File: src/verilog/uohsc_pkg.sv
package uohsc_pkg;

	// Clock rate and protocol times
	localparam int CLK_KHZ      = 125000;
	localparam int SE0_IDLE_MS  = 2;
	localparam int DP_PULSE_MS  = 5;
	localparam int SE0_IDLE_CYC = SE0_IDLE_MS * CLK_KHZ;
	localparam int DP_PULSE_CYC = DP_PULSE_MS * CLK_KHZ;
	localparam int CNT_W        = 20;

	// Own AXI4-Lite register byte offsets
	localparam logic [3:0] OFS_CTRL = 4'h0;
	localparam logic [3:0] OFS_LEN  = 4'h4;
	localparam logic [3:0] OFS_STAT = 4'h8;

	// Control register fields
	localparam int C_GO_OUT = 0;
	localparam int C_GO_SRP = 1;
	localparam int C_GO_HNP = 2;
	localparam int C_GO_END = 3;
	localparam int C_LOW_SPEED_SELECT   = 4;
	localparam int C_RETRY  = 5;
	localparam int C_EP_LSB = 8;
	localparam int C_AD_LSB = 16;

	// Status register fields
	localparam int S_BUSY   = 0;
	localparam int S_DONE   = 1;
	localparam int S_STALL  = 2;
	localparam int S_DETACH = 3;
	localparam int S_SESEND = 4;
	localparam int S_HOST   = 5;
	localparam int S_PIDLSB = 8;

	// Device register indices on the device port
	localparam logic [7:0] DEV_EP0    = 8'h00;
	localparam logic [7:0] DEV_ADDR   = 8'h01;
	localparam logic [7:0] DEV_TOK    = 8'h02;
	localparam logic [7:0] DEV_USBIR  = 8'h03;
	localparam logic [7:0] DEV_OTGIR  = 8'h04;
	localparam logic [7:0] DEV_OTGCON = 8'h05;
	localparam logic [7:0] DEV_CNFG2  = 8'h06;
	localparam logic [7:0] DEV_BDSTAT = 8'h07;
	localparam logic [7:0] DEV_BDCNT  = 8'h08;
	localparam logic [7:0] DEV_CTL    = 8'h09;

	// Device register values and bit positions
	localparam logic [7:0] EP0_HSK_TXRX = 8'h1d;
	localparam int EP0_LOW_SPEED_SELECT     = 7;
	localparam int EP0_RETRY_DISABLE = 6;
	localparam int IR_DETACH    = 0;
	localparam int IR_TRN       = 3;
	localparam int IR_STALL     = 7;
	localparam int IR_ATTACH    = 6;
	localparam int OTG_SESEND   = 2;
	localparam int OTG_SESVD    = 3;
	localparam logic [7:0] OTGCON_DPPU = 8'h80;
	localparam logic [7:0] OTGCON_DMPU = 8'h40;
	localparam logic [7:0] OTGCON_VDIS = 8'h01;
	localparam logic [7:0] CNFG2_VPUL  = 8'h10;
	localparam logic [7:0] CTL_BUSRST  = 8'h10;
	localparam logic [3:0] PID_OUT     = 4'h1;
	localparam int BD_PID_LSB   = 2;
	localparam logic [6:0] BD_MAX = 7'h40;

	typedef enum {
		ST_IDLE, ST_EPCFG, ST_BDCNT, ST_ADDR, ST_TOKEN, ST_POLL, ST_PID,
		ST_CLR, ST_CHKEND, ST_DISCH, ST_SE0, ST_DPON, ST_DPWAIT, ST_DPOFF,
		ST_VPON, ST_SESVD, ST_VPOFF, ST_RECON, ST_HDROP, ST_HATT, ST_HRST,
		ST_HEND
	} uohsc_state_t;

	// One access toward the device register port
	typedef struct packed {
		logic       we;
		logic [7:0] addr;
		logic [7:0] data;
	} uohsc_devcmd_t;

endpackage

File: src/verilog/uohsc_ctrl.sv
// Function
// Endpoint-zero control is written 1Dh for handshaked transmit and receive.
// Bit 7 picks low speed; bit 6 clear lets NAKs retry forever.
// Descriptor payload is refused above 64 bytes before an OUT transfer.
// The 7-bit target address goes to the device address register.
// Writing an OUT token and endpoint starts the transfer.
// Transfer ends when the token-complete flag sets after descriptor release.
// With retry disabled, the handshake or 0Fh error sits in descriptor PID.
// SE0 beyond 2.5 us shows as detach flag bit 0.
// After stall, the packet is dropped and software clears the target.
// Speed and pull-up settings change only while the controller is idle.
// Session request and host negotiation start only at full speed.
// Session request waits for session end and 2 ms of both lines low.
// Session end shows as bit 2 of the OTG flag register.
// OTG control bits 7 and 6 connect D+ and D- pull-ups.
// OTG control bit 0 discharges VBUS through a resistor.
// Session request raises the D+ pull-up for 5 to 10 ms.
// After the D+ pulse, configuration two bit 4 pulses VBUS.
// The A-device sees the request by attach or session-valid, then resets.
// VBUS is ignored while pulsing; reconnect once session-valid sets.
// HNP host request clears both pull-ups during suspend.
// On attach the B-device takes host role and drives reset first.
// Finishing as host, the B-device stops and enables its D+ pull-up.
// Device flags stay set until cleared and gate an interrupt request; this controller has no interrupt output.
module uohsc_ctrl
	import uohsc_pkg::*;
#(
	parameter int SE0_CYC   = SE0_IDLE_CYC,
	parameter int PULSE_CYC = DP_PULSE_CYC
) (
	input  wire logic          clk,
	input  wire logic          rst_n,
	input  wire logic [3:0]    s_axi_awaddr,
	input  wire logic          s_axi_awvalid,
	output logic               s_axi_awready,
	input  wire logic [31:0]   s_axi_wdata,
	input  wire logic [3:0]    s_axi_wstrb,
	input  wire logic          s_axi_wvalid,
	output logic               s_axi_wready,
	output logic [1:0]         s_axi_bresp,
	output logic               s_axi_bvalid,
	input  wire logic          s_axi_bready,
	input  wire logic [3:0]    s_axi_araddr,
	input  wire logic          s_axi_arvalid,
	output logic               s_axi_arready,
	output logic [31:0]        s_axi_rdata,
	output logic [1:0]         s_axi_rresp,
	output logic               s_axi_rvalid,
	input  wire logic          s_axi_rready,
	output uohsc_devcmd_t      devCmd,
	output logic               devCmdValid,
	input  wire logic          devAck,
	input  wire logic [7:0]    devRdData,
	input  wire logic          dPlusPin,
	input  wire logic          dMinusPin
);

	generate
		if (SE0_CYC < 1 || SE0_CYC >= (1 << CNT_W) ||
			PULSE_CYC < 1 || PULSE_CYC >= (1 << CNT_W)) begin : g_bad
			$error("uohsc_ctrl: count parameter out of range");
		end
	endgenerate

	localparam logic [1:0] RESP_OK  = 2'h0;
	localparam logic [1:0] RESP_ERR = 2'h2;
	localparam logic [CNT_W-1:0] SE0_LAST   = CNT_W'(SE0_CYC - 1);
	localparam logic [CNT_W-1:0] PULSE_LAST = CNT_W'(PULSE_CYC - 1);

	uohsc_state_t state;
	uohsc_state_t next_state;
	logic [CNT_W-1:0] cnt;
	logic [1:0]  dpSync;
	logic [1:0]  dmSync;
	logic        lowSpeed;
	logic        retry_disable;
	logic [3:0]  epNum;
	logic [6:0]  tgtAddr;
	logic [6:0]  byteCnt;
	logic        goOut;
	logic        goSrp;
	logic        goHnp;
	logic        goEnd;
	logic        stDone;
	logic        stStall;
	logic        stDetach;
	logic        stSesEnd;
	logic        hostRole;
	logic [3:0]  hskPid;
	logic        busy;
	logic        wrFire;
	logic        isAcc;
	logic        stepDone;
	uohsc_devcmd_t acc;

	function automatic logic mapped(input logic [3:0] a);
		return a == OFS_CTRL || a == OFS_LEN || a == OFS_STAT;
	endfunction

	function automatic logic isAccess(input uohsc_state_t s);
		return !(s == ST_IDLE || s == ST_SE0 || s == ST_DPWAIT);
	endfunction

	assign busy     = state != ST_IDLE;
	assign wrFire   = s_axi_awready && s_axi_wready;
	assign isAcc    = isAccess(state);
	assign stepDone = devCmdValid && devAck;

	// Line synchronisers for the SE0 idle check
	always_ff @(posedge clk or negedge rst_n) begin
		if (!rst_n) begin
			dpSync <= 2'h0;
			dmSync <= 2'h0;
		end else begin
			dpSync <= {dpSync[0], dPlusPin};
			dmSync <= {dmSync[0], dMinusPin};
		end
	end

	// AXI write channel: take address and data together
	always_ff @(posedge clk or negedge rst_n) begin
		if (!rst_n) begin
			s_axi_awready <= 1'b0;
			s_axi_wready  <= 1'b0;
			s_axi_bvalid  <= 1'b0;
			s_axi_bresp   <= RESP_OK;
		end else begin
			s_axi_awready <= 1'b0;
			s_axi_wready  <= 1'b0;
			if (s_axi_awvalid && s_axi_wvalid && !s_axi_awready &&
				!s_axi_bvalid) begin
				s_axi_awready <= 1'b1;
				s_axi_wready  <= 1'b1;
			end
			if (wrFire) begin
				s_axi_bvalid <= 1'b1;
				s_axi_bresp  <= (!mapped(s_axi_awaddr) ||
					(s_axi_awaddr == OFS_LEN &&
					s_axi_wdata[6:0] > BD_MAX)) ? RESP_ERR : RESP_OK;
			end else if (s_axi_bready) begin
				s_axi_bvalid <= 1'b0;
			end
		end
	end

	// Configuration and command pulses
	always_ff @(posedge clk or negedge rst_n) begin
		if (!rst_n) begin
			lowSpeed <= 1'b0;
			retry_disable <= 1'b0;
			epNum    <= 4'h0;
			tgtAddr  <= 7'h00;
			byteCnt  <= 7'h00;
			goOut    <= 1'b0;
			goSrp    <= 1'b0;
			goHnp    <= 1'b0;
			goEnd    <= 1'b0;
		end else begin
			goOut <= 1'b0;
			goSrp <= 1'b0;
			goHnp <= 1'b0;
			goEnd <= 1'b0;
			if (wrFire && !busy && s_axi_wstrb[0]) begin
				if (s_axi_awaddr == OFS_CTRL) begin
					lowSpeed <= s_axi_wdata[C_LOW_SPEED_SELECT];
					retry_disable <= s_axi_wdata[C_RETRY];
					epNum    <= s_axi_wdata[C_EP_LSB +: 4];
					tgtAddr  <= s_axi_wdata[C_AD_LSB +: 7];
					goOut    <= s_axi_wdata[C_GO_OUT];
					goSrp    <= s_axi_wdata[C_GO_SRP] &
						!s_axi_wdata[C_LOW_SPEED_SELECT];
					goHnp    <= s_axi_wdata[C_GO_HNP] &
						!s_axi_wdata[C_LOW_SPEED_SELECT];
					goEnd    <= s_axi_wdata[C_GO_END];
				end else if (s_axi_awaddr == OFS_LEN &&
					s_axi_wdata[6:0] <= BD_MAX) begin
					byteCnt <= s_axi_wdata[6:0];
				end
			end
		end
	end

	// Access toward the device for each state
	always_comb begin
		acc = '{we: 1'b1, addr: DEV_EP0, data: 8'h00};
		case (state)
			ST_EPCFG: acc.data = EP0_HSK_TXRX |
				({7'h00, lowSpeed} << EP0_LOW_SPEED_SELECT) |
				({7'h00, retry_disable} << EP0_RETRY_DISABLE);
			ST_BDCNT: acc = '{1'b1, DEV_BDCNT, {1'b0, byteCnt}};
			ST_ADDR: acc = '{1'b1, DEV_ADDR, {1'b0, tgtAddr}};
			ST_TOKEN: acc = '{1'b1, DEV_TOK, {PID_OUT, epNum}};
			ST_POLL: acc = '{1'b0, DEV_USBIR, 8'h00};
			ST_PID: acc = '{1'b0, DEV_BDSTAT, 8'h00};
			ST_CLR: acc = '{1'b1, DEV_USBIR,
				8'h01 << IR_TRN | 8'h01 << IR_STALL};
			ST_CHKEND: acc = '{1'b0, DEV_OTGIR, 8'h00};
			ST_DISCH: acc = '{1'b1, DEV_OTGCON, OTGCON_VDIS};
			ST_DPON: acc = '{1'b1, DEV_OTGCON, OTGCON_DPPU};
			ST_DPOFF: acc = '{1'b1, DEV_OTGCON, 8'h00};
			ST_VPON: acc = '{1'b1, DEV_CNFG2, CNFG2_VPUL};
			ST_SESVD: acc = '{1'b0, DEV_OTGIR, 8'h00};
			ST_VPOFF: acc = '{1'b1, DEV_CNFG2, 8'h00};
			ST_RECON: acc = '{1'b1, DEV_OTGCON, OTGCON_DPPU};
			ST_HDROP: acc = '{1'b1, DEV_OTGCON, 8'h00};
			ST_HATT: acc = '{1'b0, DEV_USBIR, 8'h00};
			ST_HRST: acc = '{1'b1, DEV_CTL, CTL_BUSRST};
			ST_HEND: acc = '{1'b1, DEV_OTGCON, OTGCON_DPPU};
			default: acc.we = 1'b0;
		endcase
	end

	// Sequencer next state
	always_comb begin
		next_state = state;
		case (state)
			ST_IDLE: begin
				if (goOut) next_state = ST_EPCFG;
				else if (goSrp) next_state = ST_CHKEND;
				else if (goHnp) next_state = ST_HDROP;
				else if (goEnd) next_state = ST_HEND;
			end
			ST_EPCFG: next_state = ST_BDCNT;
			ST_BDCNT: next_state = ST_ADDR;
			ST_ADDR: next_state = ST_TOKEN;
			ST_TOKEN: next_state = ST_POLL;
			ST_POLL: begin
				if (devRdData[IR_DETACH]) next_state = ST_IDLE;
				else if (devRdData[IR_STALL]) next_state = ST_CLR;
				else if (devRdData[IR_TRN]) next_state = ST_PID;
			end
			ST_PID: next_state = ST_CLR;
			ST_CHKEND: if (devRdData[OTG_SESEND]) next_state = ST_DISCH;
			ST_DISCH: next_state = ST_SE0;
			ST_SE0: if (!dpSync[1] && !dmSync[1] && cnt == SE0_LAST)
				next_state = ST_DPON;
			ST_DPON: next_state = ST_DPWAIT;
			ST_DPWAIT: if (cnt == PULSE_LAST) next_state = ST_DPOFF;
			ST_DPOFF: next_state = ST_VPON;
			ST_VPON: next_state = ST_SESVD;
			ST_SESVD: if (devRdData[OTG_SESVD]) next_state = ST_VPOFF;
			ST_VPOFF: next_state = ST_RECON;
			ST_HDROP: next_state = ST_HATT;
			ST_HATT: if (devRdData[IR_ATTACH]) next_state = ST_HRST;
			default: next_state = ST_IDLE;
		endcase
	end

	// Sequencer state: access states move on the device answer
	always_ff @(posedge clk or negedge rst_n) begin
		if (!rst_n) state <= ST_IDLE;
		else if (!isAcc || stepDone) state <= next_state;
	end

	// Device port request, held until answered
	always_ff @(posedge clk or negedge rst_n) begin
		if (!rst_n) begin
			devCmdValid <= 1'b0;
			devCmd      <= '0;
		end else if (stepDone) begin
			devCmdValid <= 1'b0;
		end else if (isAcc && !devCmdValid) begin
			devCmdValid <= 1'b1;
			devCmd      <= acc;
		end
	end

	// Idle and pulse timer
	always_ff @(posedge clk or negedge rst_n) begin
		if (!rst_n) cnt <= '0;
		else if ((state == ST_SE0 && (dpSync[1] || dmSync[1])) ||
			(state != ST_SE0 && state != ST_DPWAIT) || next_state != state)
			cnt <= '0;
		else cnt <= cnt + 1'b1;
	end

	// Status flags: hardware set wins over write-one clear
	always_ff @(posedge clk or negedge rst_n) begin
		if (!rst_n) begin
			stDone   <= 1'b0;
			stStall  <= 1'b0;
			stDetach <= 1'b0;
			stSesEnd <= 1'b0;
			hostRole <= 1'b0;
			hskPid   <= 4'h0;
		end else begin
			if (wrFire && s_axi_awaddr == OFS_STAT && s_axi_wstrb[0]) begin
				stDone   <= stDone & !s_axi_wdata[S_DONE];
				stStall  <= stStall & !s_axi_wdata[S_STALL];
				stDetach <= stDetach & !s_axi_wdata[S_DETACH];
				stSesEnd <= stSesEnd & !s_axi_wdata[S_SESEND];
			end
			if (stepDone) begin
				if (state == ST_CLR) stDone <= 1'b1;
				if (state == ST_POLL && devRdData[IR_DETACH])
					stDetach <= 1'b1;
				if (state == ST_POLL && !devRdData[IR_DETACH] &&
					devRdData[IR_STALL]) stStall <= 1'b1;
				if (state == ST_PID)
					hskPid <= devRdData[BD_PID_LSB +: 4];
				if (state == ST_CHKEND && devRdData[OTG_SESEND])
					stSesEnd <= 1'b1;
				if (state == ST_HRST) hostRole <= 1'b1;
				if (state == ST_HEND) hostRole <= 1'b0;
			end
		end
	end

	// AXI read channel
	always_ff @(posedge clk or negedge rst_n) begin
		if (!rst_n) begin
			s_axi_arready <= 1'b0;
			s_axi_rvalid  <= 1'b0;
			s_axi_rdata   <= 32'h0;
			s_axi_rresp   <= RESP_OK;
		end else begin
			s_axi_arready <= s_axi_arvalid && !s_axi_arready && !s_axi_rvalid;
			if (s_axi_arready) begin
				s_axi_rvalid <= 1'b1;
				s_axi_rresp  <= mapped(s_axi_araddr) ? RESP_OK : RESP_ERR;
				case (s_axi_araddr)
					OFS_CTRL: s_axi_rdata <= {9'h0, tgtAddr, 4'h0, epNum,
						2'h0, retry_disable, lowSpeed, 4'h0};
					OFS_LEN: s_axi_rdata <= {25'h0, byteCnt};
					OFS_STAT: s_axi_rdata <= {20'h0, hskPid, 2'h0, hostRole,
						stSesEnd, stDetach, stStall, stDone, busy};
					default: s_axi_rdata <= 32'h0;
				endcase
			end else if (s_axi_rready) begin
				s_axi_rvalid <= 1'b0;
			end
		end
	end

endmodule // uohsc_ctrl

File: config.mk
export PLATFORM = sky130hd
export DESIGN_NAME = uohsc_ctrl
export DESIGN_NICKNAME = d
export VERILOG_FILES = /design/src/verilog/uohsc_pkg.sv /design/src/verilog/uohsc_ctrl.sv
export SDC_FILE = /design/constraint.sdc
export NUM_CORES = 1
export LEC_CHECK = 0
export ABC_CLOCK_PERIOD_IN_PS = 3650
export BUFFER_PORTS_ARGS = -buffer_cell sky130_fd_sc_hd__clkbuf_2
export CORE_UTILIZATION = 30
export CTS_CLUSTER_SIZE = 24
export DETAILED_ROUTE_END_ITERATION = 12
export HOLD_SLACK_MARGIN = 0.1
export PLACE_DENSITY = 0.46
export SYNTH_ARGS = -nofsm -noshare
export SYNTH_HDL_FRONTEND = slang
export SYNTH_SLANG_ARGS = --single-unit
export TNS_END_PERCENT = 30
File: constraint.sdc
create_clock -name clk -period 3.65 [get_ports clk]
set_input_delay 0.365 -clock clk [delete_from_list [all_inputs] [get_ports clk]]
set_output_delay 0.365 -clock clk [all_outputs]
set_load 0.01 [all_outputs]
==> out/metrics.cfg <==
[detailed_routing]
finalWirelength_um=16300
dr_total_vias=4790
wl_per_cell_um=17.0
ant_nets=0
via_per_inst=5.00
dr.pass1.iters=4
first_iter_violations=260
drcViolationCount=0

[cts]
cts_setup_buffers=0
cts-root-buf=clkbuf_16
cts_tree=yes
path_clk_slew_ns=0.06
clockBufferDepth=2
tritoncts.num_buffers=17
clk_latency_ns=0.42
cts_sinks=127
htreeDepth=4

[yosys]
ys_types=65
synth.yosys.seq_area_share=0.511
ys_warn_count=0
yosysTopAreaCell=dfrtp_1
syn_area_per_cell_um2=10.5
syn_inst=591
synth_top_cell_area_share=0.511
ys_seq_elements=127
async_flop_share=1.00
synth_edf_count=0
synth_area_leaders=dfrtp_1, mux2_2, and2_1, buf_4, nor2_1
syn_area_mm2=0.00622
synth_ff_type=dfrtp_1

[layout]
area_growth_pct=20.3
drive_above_1_share=0.243
layout.cells.non_filler=958
antenna_cells=0
fillers=2028
fin_util=0.368
design_area_mm2=0.00748
final_net_count=738

[global_route]
grt_overflow=0
grt_max_degree=60
grt_pass1_vias=4801
grt_pass1_wl_um=26700
gr-usage-all-layers=0.161
antenna_found_initial=0

[critical_path]
crit_type=reg -> reg
cp_max_fo=20
worst_path_most_repeated_cell=or4_1
required_ns=3.91
path_buf_inv=0
worstPathCellList=or4_1, or4_1, o31ai_2, a2111o_1, nor2_1
cp_slowest_stage_delay_ns=0.64
slowest_stage=a2111o_1
path_depth=5
start_kind=flip-flop
rr_worst_depth=5
worstPathArrival_ns=3.10
cp_top_family=simple AND/OR/NAND/NOR gates
critPathCaptureType=flip-flop

[place]
postPlaceCellArea_mm2=0.00687
gp_congestion=0.832
placedCellCount=923
dp_hpwl_um=11700
io_buffers=82
pre_cts_ws_ns=0.818

[min_path]
min_path_cells=2
hold_path.class=in -> reg

[die]
start_util=0.306
fp-row-count=52
ioPinCount=121
core_mm2=0.0203
dieArea_mm2=0.0213
chipWidth_um=146
die_y_um=146

[sta]
slew_headroom=0.557
worst_hold_slack_ns=0.136
setup_viol=0
min_period_ns=2.83
fin_skew_ns=0.00757
tns_ns=0
drv_slew=0
worst_slack_ns=0.816
fin_crit_sh=0.776
tightest_slew_ns=0.665
rsz0062_at_grt=no
finalHoldViolCount=0
max_freq_mhz=353

[pwr]
power_density_mw_per_mm2=628
p_total_mw=4.70
leakagePower_nw=3.40
max-vdd-ir-drop_mv=0.314

[run]
drv_cap=0

[outcome]
status=finished, final reports clean

registers in the layout, summed over array words and instances (netlist names), 2 cells and up:
| register | cells |
|---|---|
| state | 32 |
| hskPid | 4 |
| devCmd | 13 |
| dmSync | 2 |
| epNum | 4 |
| byteCnt | 7 |
| dpSync | 2 |
| cnt | 20 |
| s_axi_rdata | 18 |
| tgtAddr | 7 |
placed cells by master, fill, tap and decap left out, types with 5 or more instances in the layout:
cell,count
clkbuf_16,17
a22o_1,10
nor3_1,16
nand3_1,16
inv_1,14
o21ai_0,18
and4_1,7
nand2_1,39
and2_1,31
mux2_2,27
nand2b_1,8
a21oi_1,20
nand4_1,6
xnor2_1,11
clkbuf_2,81
conb_1,20
a22oi_1,10
nor4_1,10
dfrtp_1,127
o31ai_1,5
buf_4,14
nor2_1,47
nor2b_1,6
xor2_1,8
clkbuf_8,5
o2bb2ai_1,11
o41ai_1,6
mux2i_1,7
or4_1,5
nor4b_1,5
worst register-to-register path, cell delays in order, from the launching register on:
cell and delay [ns]:
dfrtp_1 0.43, or4_1 0.59, or4_1 0.55, o31ai_2 0.35
a2111o_1 0.64, nor2_1 0.13
cell usage after synthesis (5+ instances only):
library cell	count
or4_1	5
nand4_1	6
nand2_1	39
and2_1	31
o41ai_1	6
xor2_1	8
nand2b_1	8
dfrtp_1	127
a22o_1	10
inv_1	14
a22oi_1	10
buf_2	5
nor2b_1	6
mux2i_1	7
o2bb2ai_1	11
nor4_1	10
nor4b_1	5
mux2_2	27
nor2_1	47
nand3_1	16
o31ai_1	5
and4_1	7
o21ai_0	18
a21oi_1	20
buf_4	25
nor3_1	16
clkbuf_1	21
xnor2_1	11
power by group:
group	internal (mW)	total (mW)	switching [mW]
logic	0.531	1.35	0.821
registers	1.56	1.70	0.148
clock network	1.02	1.64	0.620
cells by family (layout without fill, tap and decap cells):
| kind of cell | after synthesis | in the layout | share of synthesized area |
|---|---|---|---|
| adder cells (fa/ha/maj) | 1 | 1 | 0.00201 |
| XOR/XNOR | 19 | 19 | 0.0268 |
| AO/OA/AOI/OAI | 117 | 117 | 0.142 |
| multiplexers | 34 | 34 | 0.0602 |
| other | 1 | 20 | 0.000603 |
| buffers and inverters | 69 | 147 | 0.0578 |
| flip-flops | 127 | 127 | 0.511 |
| AND/OR/NAND/NOR | 223 | 223 | 0.199 |
per-layer routing:
layer / global-route usage / vias up / share of wire
li1: - / 2282 / -
met3: 0.0392 / 15 / 0.043
met4: 0.0511 / 0 / 0.013
met2: 0.251 / 137 / 0.47
met1: 0.220 / 2356 / 0.47
met5: 0 / - / 0
final timing paths:
path | slack (ns) | startpoint | end
max | 0.82 | cnt[9] | cnt[7]
min | 0.14 | s_axi_rready | s_axi_rvalid
max reg2reg | 0.82 | cnt[9] | cnt[7]
min reg2reg | 0.35 | dmSync[0] | dmSync[1]
max in group asynchronous | 2.37 | rst_n | cnt[7]
min in group asynchronous | 0.43 | rst_n | s_axi_rdata[17]
final cells by class:
type | instances | area, um^2 | share of cell area
tap | 270 | 338 | 0.0452
inverter | 16 | 60.1 | 0.00803
timing repair buffer | 99 | 561 | 0.0749
sequential | 127 | 3180 | 0.425
clock buffer | 23 | 498 | 0.0666
clock inverter | 9 | 82.6 | 0.0110
multi-input combinational | 414 | 2760 | 0.369
what timing repair did:
action / in CTS / in global routing
endpoints found under the hold margin: 32 / 0
gates resized for setup: 0 / 0
hold buffers: 3 / 0
Power figures use the tool's default switching activity.
